==> src/core/sla_map.svh <==
// constants of the signal limiter: register offsets, field positions, reset values, timing counts
// assumes values are signed hundredths of a percent and gains are thousandths
//
// Contract
// - reference absent or zero: clamp variable between low and high bias
// - dynamic bounds are reference times gain plus bias; clamp inclusively
// - inputs span -102.00..+102.00 percent; output confined to 0..100 percent
// - limit alarm goes high when variable reaches an enabled bound
// - actuation select 0/3 low, 1/4 high, 2/5 both bounds raise limit alarm
// - select 0..2: rate limit and alarm act on magnitude, both directions
// - select 3..5: positive rate limits rising, negative rate limits falling
// - limit alarm has hysteresis of 0 to 100 percent against chatter; the register accepts up to 655.35 percent unchecked
// - fast variable: ramp output at max rate; rate signed, at most 200 %/s; the slew register accepts magnitudes up to 327.68 %/s uncapped
// - rate alarm high while output ramps at the limited rate
// - panel select: limit on 1,3,4,6; rate on 2,3,5,6; 4..6 auto-ack
// - variable absent or zero: output is reference times low gain plus low bias
// - discrete alarms also given as percent: 0 is 0 %, 1 is 100 %
// - 0.01 percent is the hysteresis resolution
`ifndef SLA_MAP_SVH
`define SLA_MAP_SVH

// ----------------------------------------------------------------------------
// register byte offsets
// ----------------------------------------------------------------------------
`define SLA_OFS_CTRL      6'h00
`define SLA_OFS_LOW_GAIN  6'h04
`define SLA_OFS_LOW_BIAS  6'h08
`define SLA_OFS_HIGH_GAIN 6'h0C
`define SLA_OFS_HIGH_BIAS 6'h10
`define SLA_OFS_HYST      6'h14
`define SLA_OFS_SLEW      6'h18
`define SLA_OFS_STATUS    6'h1C
`define SLA_OFS_OUTPUT    6'h20

// ----------------------------------------------------------------------------
// fields and reset values
// ----------------------------------------------------------------------------
`define SLA_CTRL_ACT_LSB   0
`define SLA_CTRL_PANEL_LSB 4
`define SLA_RST_LOW_BIAS   16'h0000
`define SLA_RST_HIGH_BIAS  16'h2710
`define SLA_RST_SLEW       16'h4E20
`define SLA_RST_GAIN       16'h0000
`define SLA_RST_HYST       16'h0000

// ----------------------------------------------------------------------------
// value ranges in hundredths of a percent
// ----------------------------------------------------------------------------
`define SLA_IN_MAX   32'sd10200
`define SLA_IN_MIN   (-32'sd10200)
`define SLA_OUT_MAX  32'sd10000
`define SLA_OUT_MIN  32'sd0
`define SLA_PCT_ONE  16'h2710
`define SLA_GAIN_DIV 32'sd1000

// ----------------------------------------------------------------------------
// timing
// ----------------------------------------------------------------------------
`define SLA_CLK_MHZ        200
`define SLA_SCAN_PERIOD_MS 10
`define SLA_SCAN_CYCLES    (`SLA_SCAN_PERIOD_MS * `SLA_CLK_MHZ * 1000)
`define SLA_MS_PER_S       1000

`endif

==> src/core/sla_pkg.sv <==
// types shared by the signal limiter files
// assumes sla_map.svh supplies the numeric constants
package sla_pkg;

  // alarm and panel flags leaving the block
  typedef struct packed {
    logic limitAlarm;
    logic rateAlarm;
    logic panelLimit;
    logic panelRate;
    logic panelAutoAck;
  } sla_alarm_t;

  // software configuration
  typedef struct packed {
    logic [2:0]  actSel;
    logic [2:0]  panelSel;
    logic [15:0] lowGain;
    logic [15:0] lowBias;
    logic [15:0] highGain;
    logic [15:0] highBias;
    logic [15:0] hyst;
    logic [15:0] slew;
  } sla_cfg_t;

  // bus answer state
  typedef enum logic {
    SLA_BUS_IDLE = 1'b0,
    SLA_BUS_ACK  = 1'b1
  } sla_bus_t;

endpackage : sla_pkg

==> src/core/sla_bound_alarm.sv <==
// one bound comparator with hysteresis for the limit alarm
// assumes tick is a one-cycle scan pulse from the parent
`timescale 1ns/1ps
`include "sla_map.svh"
module sla_bound_alarm #(
  parameter bit IS_HIGH = 1'b0
) (
  input  wire logic               sys_clk,
  input  wire logic               rst,
  input  wire logic               tick,
  input  wire logic               enable,
  input  wire logic signed [31:0] value,
  input  wire logic signed [31:0] bound,
  input  wire logic        [15:0] hyst,
  output logic                    alarm_r
);
  import sla_pkg::*;

  logic signed [31:0] hystW;
  logic               reach;
  logic               release_;

  // ----------------------------------------------------------------------------
  // compare
  // ----------------------------------------------------------------------------
  // hysteresis lsb is 0.01 %, so any nonzero value is a real step
  assign hystW    = $signed({16'h0000, hyst});
  assign reach    = IS_HIGH ? (value >= bound) : (value <= bound);
  assign release_ = IS_HIGH ? (value < bound - hystW) : (value > bound + hystW);

  // set on reach, clear past the band or when disabled, hold inside it
  always_ff @(posedge sys_clk) begin
    if (rst) begin
      alarm_r <= 1'b0;
    end else if (tick) begin
      if (!enable)
        alarm_r <= 1'b0;
      else if (reach)
        alarm_r <= 1'b1;
      else if (release_)
        alarm_r <= 1'b0;
    end
  end
endmodule : sla_bound_alarm

==> src/core/sla_limiter.sv <==
// limiter with limit alarm and rate-of-change limit, Avalon-MM register slave
// assumes inputs are synchronous to sys_clk and hold hundredths of a percent
//
// Local design decisions: the placing of the registers and register access over Avalon-MM.
`timescale 1ns/1ps
`include "sla_map.svh"
module sla_limiter #(
  parameter int unsigned SCAN_CYCLES = `SLA_SCAN_CYCLES
) (
  input  wire logic               sys_clk,
  input  wire logic               rst,
  input  wire logic [5:0]         avs_address,
  input  wire logic               avs_read,
  input  wire logic               avs_write,
  input  wire logic [31:0]        avs_writedata,
  input  wire logic [3:0]         avs_byteenable,
  output logic      [31:0]        avs_readdata,
  output logic                    avs_waitrequest,
  input  wire logic signed [15:0] variableIn,
  input  wire logic               variableLinked,
  input  wire logic signed [15:0] referenceIn,
  input  wire logic               referenceLinked,
  output logic      [15:0]        limitedOut,
  output logic      [15:0]        limitAlarmPct,
  output logic      [15:0]        rateAlarmPct,
  output sla_pkg::sla_alarm_t     alarmFlags,
  output logic                    scanTick
);
  import sla_pkg::*;

  // ----------------------------------------------------------------------------
  // helpers
  // ----------------------------------------------------------------------------
  function automatic logic signed [31:0] sat(input logic signed [31:0] x,
                                             input logic signed [31:0] lo,
                                             input logic signed [31:0] hi);
    sat = (x < lo) ? lo : ((x > hi) ? hi : x);
  endfunction : sat

  function automatic logic [15:0] merge(input logic [15:0] old, input logic [31:0] d, input logic [3:0] be);
    merge = {be[1] ? d[15:8] : old[15:8], be[0] ? d[7:0] : old[7:0]};
  endfunction : merge

  function automatic logic signed [31:0] sx(input logic [15:0] v);
    sx = $signed({{16{v[15]}}, v});
  endfunction : sx

  // ----------------------------------------------------------------------------
  // state
  // ----------------------------------------------------------------------------
  sla_cfg_t           cfg_r;
  sla_bus_t           bus_r;
  logic [31:0]        scanCnt_r;
  logic signed [31:0] track_r;
  logic               rateAlarm_r;
  logic               ackWrite;
  logic [31:0]        rdMux;
  logic               lowAlarm;
  logic               highAlarm;
  logic [1:0]         alarmVec;
  logic [1:0]         boundEn;
  logic [2:0]         panelScan_r;

  // ----------------------------------------------------------------------------
  // scan tick
  // ----------------------------------------------------------------------------
  // free running divider; one pulse every scan period
  always_ff @(posedge sys_clk) begin
    if (rst) begin
      scanCnt_r <= 32'h0000_0000;
      scanTick  <= 1'b0;
    end else begin
      scanTick  <= (scanCnt_r == SCAN_CYCLES - 1);
      scanCnt_r <= (scanCnt_r == SCAN_CYCLES - 1) ? 32'h0000_0000 : scanCnt_r + 32'h0000_0001;
    end
  end

  // ----------------------------------------------------------------------------
  // inputs and bounds
  // ----------------------------------------------------------------------------
  logic signed [31:0] varV;
  logic signed [31:0] refV;
  logic signed [31:0] lowBound;
  logic signed [31:0] highBound;
  logic               varAbsent;
  logic signed [31:0] target;

  // out-of-range inputs are pinned to the accepted span
  assign varV      = variableLinked ? sat(sx(variableIn), `SLA_IN_MIN, `SLA_IN_MAX) : 32'sd0;
  assign refV      = referenceLinked ? sat(sx(referenceIn), `SLA_IN_MIN, `SLA_IN_MAX) : 32'sd0;
  // absent reference gives zero product, leaving the bare biases
  assign lowBound  = (refV * $signed({16'h0000, cfg_r.lowGain})) / `SLA_GAIN_DIV + sx(cfg_r.lowBias);
  assign highBound = (refV * $signed({16'h0000, cfg_r.highGain})) / `SLA_GAIN_DIV + sx(cfg_r.highBias);
  assign varAbsent = (varV == 32'sd0);

  // low bound checked first, so with crossed bounds a variable at or below the low bound gets the low one
  assign target = varAbsent ? lowBound :
                  (varV <= lowBound) ? lowBound :
                  (varV >= highBound) ? highBound : varV;

  // ----------------------------------------------------------------------------
  // rate limiter
  // ----------------------------------------------------------------------------
  logic signed [31:0] slewV;
  logic signed [31:0] step;
  logic signed [31:0] diff;
  logic               directional;
  logic               limRise;
  logic               limFall;
  logic               rampUp;
  logic               rampDown;
  logic signed [31:0] nextTrack;

  assign slewV = sx(cfg_r.slew);
  // per-second rate scaled to one scan; truncation keeps the ramp no faster than set
  assign step = ((slewV < 0 ? -slewV : slewV) * `SLA_SCAN_PERIOD_MS) / `SLA_MS_PER_S;
  assign diff = target - track_r;
  assign directional = (cfg_r.actSel >= 3'd3);
  // zero rate means no rate limit at all rather than a frozen output
  assign limRise = (slewV != 0) && (!directional || slewV > 0);
  assign limFall = (slewV != 0) && (!directional || slewV < 0);
  assign rampUp   = limRise && (diff > step);
  assign rampDown = limFall && (-diff > step);
  assign nextTrack = rampUp ? track_r + step : (rampDown ? track_r - step : target);

  // track holds the unconfined value so ramps continue across the 0/100 edges
  always_ff @(posedge sys_clk) begin
    if (rst) begin
      track_r     <= 32'sd0;
      rateAlarm_r <= 1'b0;
      panelScan_r <= 3'd0;
    end else if (scanTick) begin
      track_r     <= nextTrack;
      rateAlarm_r <= rampUp || rampDown;
      panelScan_r <= cfg_r.panelSel;
    end
  end

  // ----------------------------------------------------------------------------
  // limit alarm comparators
  // ----------------------------------------------------------------------------
  // codes 0/3 low, 1/4 high, 2/5 both
  assign boundEn[0] = (cfg_r.actSel == 3'd0) || (cfg_r.actSel == 3'd2) ||
                      (cfg_r.actSel == 3'd3) || (cfg_r.actSel == 3'd5);
  assign boundEn[1] = (cfg_r.actSel == 3'd1) || (cfg_r.actSel == 3'd2) ||
                      (cfg_r.actSel == 3'd4) || (cfg_r.actSel == 3'd5);

  generate
    for (genvar i = 0; i < 2; i++) begin : gBound
      sla_bound_alarm #(
        .IS_HIGH (i == 1)
      ) uAlarm (
        .sys_clk (sys_clk),
        .rst     (rst),
        .tick    (scanTick),
        .enable  (boundEn[i]),
        .value   (varV),
        .bound   ((i == 1) ? highBound : lowBound),
        .hyst    (cfg_r.hyst),
        .alarm_r (alarmVec[i])
      );
    end
  endgenerate

  assign lowAlarm  = alarmVec[0];
  assign highAlarm = alarmVec[1];

  // ----------------------------------------------------------------------------
  // outputs
  // ----------------------------------------------------------------------------
  logic panelLim;
  logic panelRate;
  logic signed [31:0] outConf;

  assign panelLim  = (panelScan_r == 3'd1) || (panelScan_r == 3'd3) ||
                     (panelScan_r == 3'd4) || (panelScan_r == 3'd6);
  assign panelRate = (panelScan_r == 3'd2) || (panelScan_r == 3'd3) ||
                     (panelScan_r == 3'd5) || (panelScan_r == 3'd6);
  assign outConf   = sat(track_r, `SLA_OUT_MIN, `SLA_OUT_MAX);

  // registered once more so every port leaves a flip-flop
  always_ff @(posedge sys_clk) begin
    if (rst) begin
      limitedOut    <= 16'h0000;
      limitAlarmPct <= 16'h0000;
      rateAlarmPct  <= 16'h0000;
      alarmFlags    <= '0;
    end else begin
      limitedOut              <= outConf[15:0];
      limitAlarmPct           <= (lowAlarm || highAlarm) ? `SLA_PCT_ONE : 16'h0000;
      rateAlarmPct            <= rateAlarm_r ? `SLA_PCT_ONE : 16'h0000;
      alarmFlags.limitAlarm   <= lowAlarm || highAlarm;
      alarmFlags.rateAlarm    <= rateAlarm_r;
      alarmFlags.panelLimit   <= panelLim && (lowAlarm || highAlarm);
      alarmFlags.panelRate    <= panelRate && rateAlarm_r;
      alarmFlags.panelAutoAck <= (panelScan_r >= 3'd4) && (panelScan_r <= 3'd6);
    end
  end

  // ----------------------------------------------------------------------------
  // Avalon-MM slave
  // ----------------------------------------------------------------------------
  // two-cycle answer: waitrequest low one cycle after a request
  assign ackWrite = (bus_r == SLA_BUS_ACK) && avs_write;

  always_comb begin
    case (avs_address)
      `SLA_OFS_CTRL:      rdMux = {25'h0, cfg_r.panelSel, 1'b0, cfg_r.actSel};
      `SLA_OFS_LOW_GAIN:  rdMux = {16'h0000, cfg_r.lowGain};
      `SLA_OFS_LOW_BIAS:  rdMux = {16'h0000, cfg_r.lowBias};
      `SLA_OFS_HIGH_GAIN: rdMux = {16'h0000, cfg_r.highGain};
      `SLA_OFS_HIGH_BIAS: rdMux = {16'h0000, cfg_r.highBias};
      `SLA_OFS_HYST:      rdMux = {16'h0000, cfg_r.hyst};
      `SLA_OFS_SLEW:      rdMux = {16'h0000, cfg_r.slew};
      `SLA_OFS_STATUS:    rdMux = {28'h0, highAlarm, lowAlarm, rateAlarm_r, lowAlarm || highAlarm};
      `SLA_OFS_OUTPUT:    rdMux = {16'h0000, limitedOut};
      default:            rdMux = 32'h0000_0000;
    endcase
  end

  // request seen while idle: drop waitrequest and latch read data
  always_ff @(posedge sys_clk) begin
    if (rst) begin
      bus_r           <= SLA_BUS_IDLE;
      avs_waitrequest <= 1'b1;
      avs_readdata    <= 32'h0000_0000;
    end else begin
      case (bus_r)
        SLA_BUS_IDLE: begin
          if (avs_read || avs_write) begin
            bus_r           <= SLA_BUS_ACK;
            avs_waitrequest <= 1'b0;
            avs_readdata    <= avs_read ? rdMux : 32'h0000_0000;
          end
        end
        SLA_BUS_ACK: begin
          bus_r           <= SLA_BUS_IDLE;
          avs_waitrequest <= 1'b1;
        end
        default: begin
          bus_r           <= SLA_BUS_IDLE;
          avs_waitrequest <= 1'b1;
        end
      endcase
    end
  end

  // writes land on the completing edge only; unmapped writes are dropped
  always_ff @(posedge sys_clk) begin
    if (rst) begin
      cfg_r.actSel   <= 3'd0;
      cfg_r.panelSel <= 3'd0;
      cfg_r.lowGain  <= `SLA_RST_GAIN;
      cfg_r.lowBias  <= `SLA_RST_LOW_BIAS;
      cfg_r.highGain <= `SLA_RST_GAIN;
      cfg_r.highBias <= `SLA_RST_HIGH_BIAS;
      cfg_r.hyst     <= `SLA_RST_HYST;
      cfg_r.slew     <= `SLA_RST_SLEW;
    end else if (ackWrite) begin
      case (avs_address)
        `SLA_OFS_CTRL: begin
          if (avs_byteenable[0]) begin
            cfg_r.actSel   <= avs_writedata[`SLA_CTRL_ACT_LSB +: 3];
            cfg_r.panelSel <= avs_writedata[`SLA_CTRL_PANEL_LSB +: 3];
          end
        end
        `SLA_OFS_LOW_GAIN:  cfg_r.lowGain  <= merge(cfg_r.lowGain, avs_writedata, avs_byteenable);
        `SLA_OFS_LOW_BIAS:  cfg_r.lowBias  <= merge(cfg_r.lowBias, avs_writedata, avs_byteenable);
        `SLA_OFS_HIGH_GAIN: cfg_r.highGain <= merge(cfg_r.highGain, avs_writedata, avs_byteenable);
        `SLA_OFS_HIGH_BIAS: cfg_r.highBias <= merge(cfg_r.highBias, avs_writedata, avs_byteenable);
        `SLA_OFS_HYST:      cfg_r.hyst     <= merge(cfg_r.hyst, avs_writedata, avs_byteenable);
        `SLA_OFS_SLEW:      cfg_r.slew     <= merge(cfg_r.slew, avs_writedata, avs_byteenable);
        default: begin
        end
      endcase
    end
  end
endmodule : sla_limiter

==> config.mk <==
export PLATFORM = sky130hd
export DESIGN_NAME = sla_limiter
export DESIGN_NICKNAME = d
export VERILOG_FILES = /design/src/core/sla_pkg.sv /design/src/core/sla_bound_alarm.sv /design/src/core/sla_limiter.sv
export VERILOG_INCLUDE_DIRS = /design/src /design/src/core
export SDC_FILE = /design/constraint.sdc
export NUM_CORES = 2
export LEC_CHECK = 0
export BUFFER_PORTS_ARGS = -buffer_cell sky130_fd_sc_hd__buf_4
export CORE_AREA = 2 2 505 507
export DETAILED_ROUTE_END_ITERATION = 6
export DIE_AREA = 0 0 507 509
export HOLD_SLACK_MARGIN = 0.1
export MAX_ROUTING_LAYER = met4
export PLACE_DENSITY_LB_ADDON = 0.08
export REMOVE_ABC_BUFFERS = 1
export SLEW_MARGIN = 20
export SYNTH_ARGS = -nofsm -noshare
export SYNTH_HDL_FRONTEND = slang
export SYNTH_SLANG_ARGS = --single-unit
==> constraint.sdc <==
create_clock -name sys_clk -period 119.8 [get_ports sys_clk]
set_input_delay 11.98 -clock sys_clk [delete_from_list [all_inputs] [get_ports sys_clk]]
set_output_delay 11.98 -clock sys_clk [all_outputs]
set_load 0.05 [all_outputs]
==> impl_metrics.json <==
{
  "io_pins": 167,
  "seqCellArea_mm2": 0.00425,
  "fmax_ghz": 0.0152,
  "cts_sinks": 212,
  "required_ns": 120.37,
  "grt_remaining_overflow": 0,
  "period_share_pct": 55.1,
  "violations": "slew limit",
  "fin_crit_ns": 65.95,
  "setup_violations": 0,
  "area_delta_synth_final_pct": 7.15,
  "crit_top_cell": "a21oi_1",
  "syn_area_mm2": 0.0755,
  "ys_types": 154,
  "post_cts_buffers": 0,
  "die-area_mm2": 0.258,
  "clkTransAtPathRegs_ns": 0.06,
  "crit_path_end_kind": "register",
  "fin_worst_skew_ns": 0.0328,
  "cts_tree": "done",
  "antenna_found_initial": 6,
  "gp_congestion": 0.914,
  "cp_slowest_cell": "nand2_1",
  "grt_pass1_vias": 73145,
  "critPathKind": "input pin to register",
  "yosysSeqAreaShare_pct": 5.62,
  "grt_setup_unrepaired": "no",
  "synth-edff-count": 0,
  "hold_violations": 0,
  "ant_nets": 0,
  "hold_class": "register to register",
  "cp_max_fo": 65,
  "viasPerCell": 5.49,
  "multi_input_area_mm2": 0.0655,
  "ctsResizeCount": 0,
  "status": "complete, but fails checks",
  "track_usage_pct": 22.6,
  "cp_slowest_stage_delay_ns": 0.97,
  "place_inst": 13502,
  "rr_worst_depth": 191,
  "drv_slew": 19,
  "synth-main-ff-cell": "dfxtp_1",
  "numCtsBuffers": 29,
  "synth-seq-cells": 212,
  "instances_no_fill": 13557,
  "grt_start_max_net_pins": 73,
  "holdPathStages": 1,
  "initial_core_util_pct": 29.9,
  "wl_per_cell_um": 21.6,
  "fp.dieW_um": 507,
  "drive_above_1_share_pct": 6.15,
  "nFillCells": 27542,
  "dr_total_vias": 74361,
  "dr.pass1.iters": 6,
  "syn_avg_cell_area_um2": 7.34,
  "yosysWarnings": 0,
  "coreArea_mm2": 0.253,
  "drc": 0,
  "cts_max_path_buffers": 3,
  "htreeDepth": 1,
  "cts_hold_buf": 0,
  "dp_hpwl_um": 241000,
  "insertion_delay_ns": 0.64,
  "slew_headroom_pct": -48.3,
  "arrival_ns": 66.52,
  "setup_tns_ns": 0,
  "synth-async-reset-ratio_pct": 0,
  "drt_wl_total_um": 292000,
  "worst_pin_slew_ns": 2.21,
  "nNetsFinal": 11378,
  "row_count": 185,
  "cts-root-buf": "clkbuf_16",
  "drv_cap": 0,
  "numPortBuffers": 110,
  "grt_pass1_wl_um": 447000,
  "drt-initial-drc-count": 4852,
  "syn-instance-count": 10278,
  "start_kind": "input pin",
  "die_y_um": 509
}
state kept, by name, summed over array words and instances (netlist names):
signal	flops
limitAlarmPct	1
rateAlarmPct	1
avs_readdata	16
gBound.uAlarm.alarm_r	2
avs_waitrequest	1
bus_r	1
rateAlarm_r	1
cfg_r	102
alarmFlags	3
track_r	32
scanCnt_r	32
scanTick	1
panelScan_r	3
limitedOut	16
final cells by class:
type	count	area share [%]
diodes	2	0.00619
clock inverters	17	0.310
well taps	3366	5.21
repair buffers	247	2.30
multi-input cells	8616	81.0
flip-flops and latches	212	5.25
inverters	1061	4.93
clock buffers	36	0.955
cells by family after synthesis:
| group | synth area share (%) |
|---|---|
| adders and majority gates | 24.2 |
| muxes | 2.78 |
| DFF | 5.62 |
| other | 0.00497 |
| AOI/OAI and AO/OA | 25.0 |
| xor gates and xnor gates | 9.40 |
| buffers and inverters | 8.11 |
| and+or+nand+nor | 24.9 |
metrics by stage:
step	worst slack, ns	cell area [µm²]	hold WS (ns)	utilization, %
after floorplan	55.86	73600	0.430	-
after global placement	52.72	79800	0.447	31.6
after detailed placement	52.40	79800	0.457	31.6
after CTS	52.97	80800	0.467	32.0
after global routing	48.76	80800	0.485	32.0
final	53.85	80800	0.460	32.0
Yosys cell counts, drive strengths merged (38+ instances only):
| library cell | number | share of area [%] |
|---|---|---|
| a2111oi | 43 | 0.64 |
| a211o | 44 | 0.52 |
| a211oi | 145 | 1.5 |
| a21o | 192 | 1.9 |
| a21oi | 735 | 4.9 |
| a22oi | 73 | 0.73 |
| a31oi | 132 | 1.1 |
| and2 | 298 | 2.5 |
| and3 | 211 | 1.8 |
| and4 | 40 | 0.47 |
| buf | 155 | 1.3 |
| clkbuf | 296 | 1.5 |
| dfxtp | 212 | 5.6 |
| fa | 528 | 14 |
| ha | 603 | 10 |
| inv | 1061 | 5.3 |
| mux2 | 53 | 0.80 |
| mux2i | 149 | 2.0 |
| nand2 | 939 | 4.7 |
| nand2b | 116 | 0.97 |
| nand3 | 268 | 1.8 |
| nand4 | 113 | 0.95 |
| nor2 | 820 | 4.1 |
| nor2b | 101 | 0.84 |
| nor3 | 285 | 2.0 |
| nor4 | 121 | 1.1 |
| o2111ai | 39 | 0.48 |
| o211ai | 96 | 1.0 |
| o21a | 98 | 0.99 |
| o21ai | 381 | 2.6 |
| o21bai | 111 | 1.1 |
| o221ai | 47 | 0.55 |
| o22ai | 38 | 0.32 |
| o31ai | 64 | 0.66 |
| or2 | 93 | 0.77 |
| or3 | 89 | 0.76 |
| or4 | 44 | 0.46 |
| xnor2 | 584 | 6.8 |
| xor2 | 222 | 2.6 |
layout by cell type (no fill, tap or decap), types with 131 or more instances in the layout:
cell type / netlist / final
ha_1: 603 / 603
a31oi_1: 132 / 131
a211oi_1: 138 / 138
and3_1: 209 / 209
a21oi_1: 726 / 724
nor3_1: 272 / 269
fa_1: 528 / 528
xnor2_1: 582 / 579
buf_4: 74 / 245
dfxtp_1: 212 / 211
nand3_1: 266 / 266
and2_1: 291 / 291
o21ai_0: 329 / 329
xor2_1: 220 / 219
nand2_1: 936 / 936
a21o_1: 191 / 191
nor2_1: 816 / 808
inv_1: 1056 / 1054
mux2i_1: 147 / 147
metal layers:
layer	up-vias	wire (µm)	track usage (%)
li1	36236	-	-
met1	36244	129000	27.9
met2	1516	145000	39.7
met3	365	8550	0.948
met4	0	10200	6.80
met5	-	0	-
path summary, 6_finish.rpt:
kind / start / endpoint / slack [ns]
worst max-delay path: referenceIn[1] / track_r[2] / 53.85
worst min-delay path: scanCnt_r[0] / scanCnt_r[0] / 0.46
worst max register to register: cfg_r[84] / track_r[2] / 66.91
worst min register to register: scanCnt_r[0] / scanCnt_r[0] / 0.46
critical path: cells and delay by family:
| family | cells | cell delay [ns] |
|---|---|---|
| AOI/OAI and AO/OA | 127 | 33.31 |
| and+or+nand+nor | 41 | 11.03 |
| adders and majority gates | 11 | 4.10 |
| muxes | 3 | 0.46 |
| xor gates and xnor gates | 9 | 3.18 |
| buffers and inverters | 9 | 2.23 |
Power is left out: the tool's default activity adds up to more than one toggle a clock period on the data nets, which glitch-free logic cannot reach.
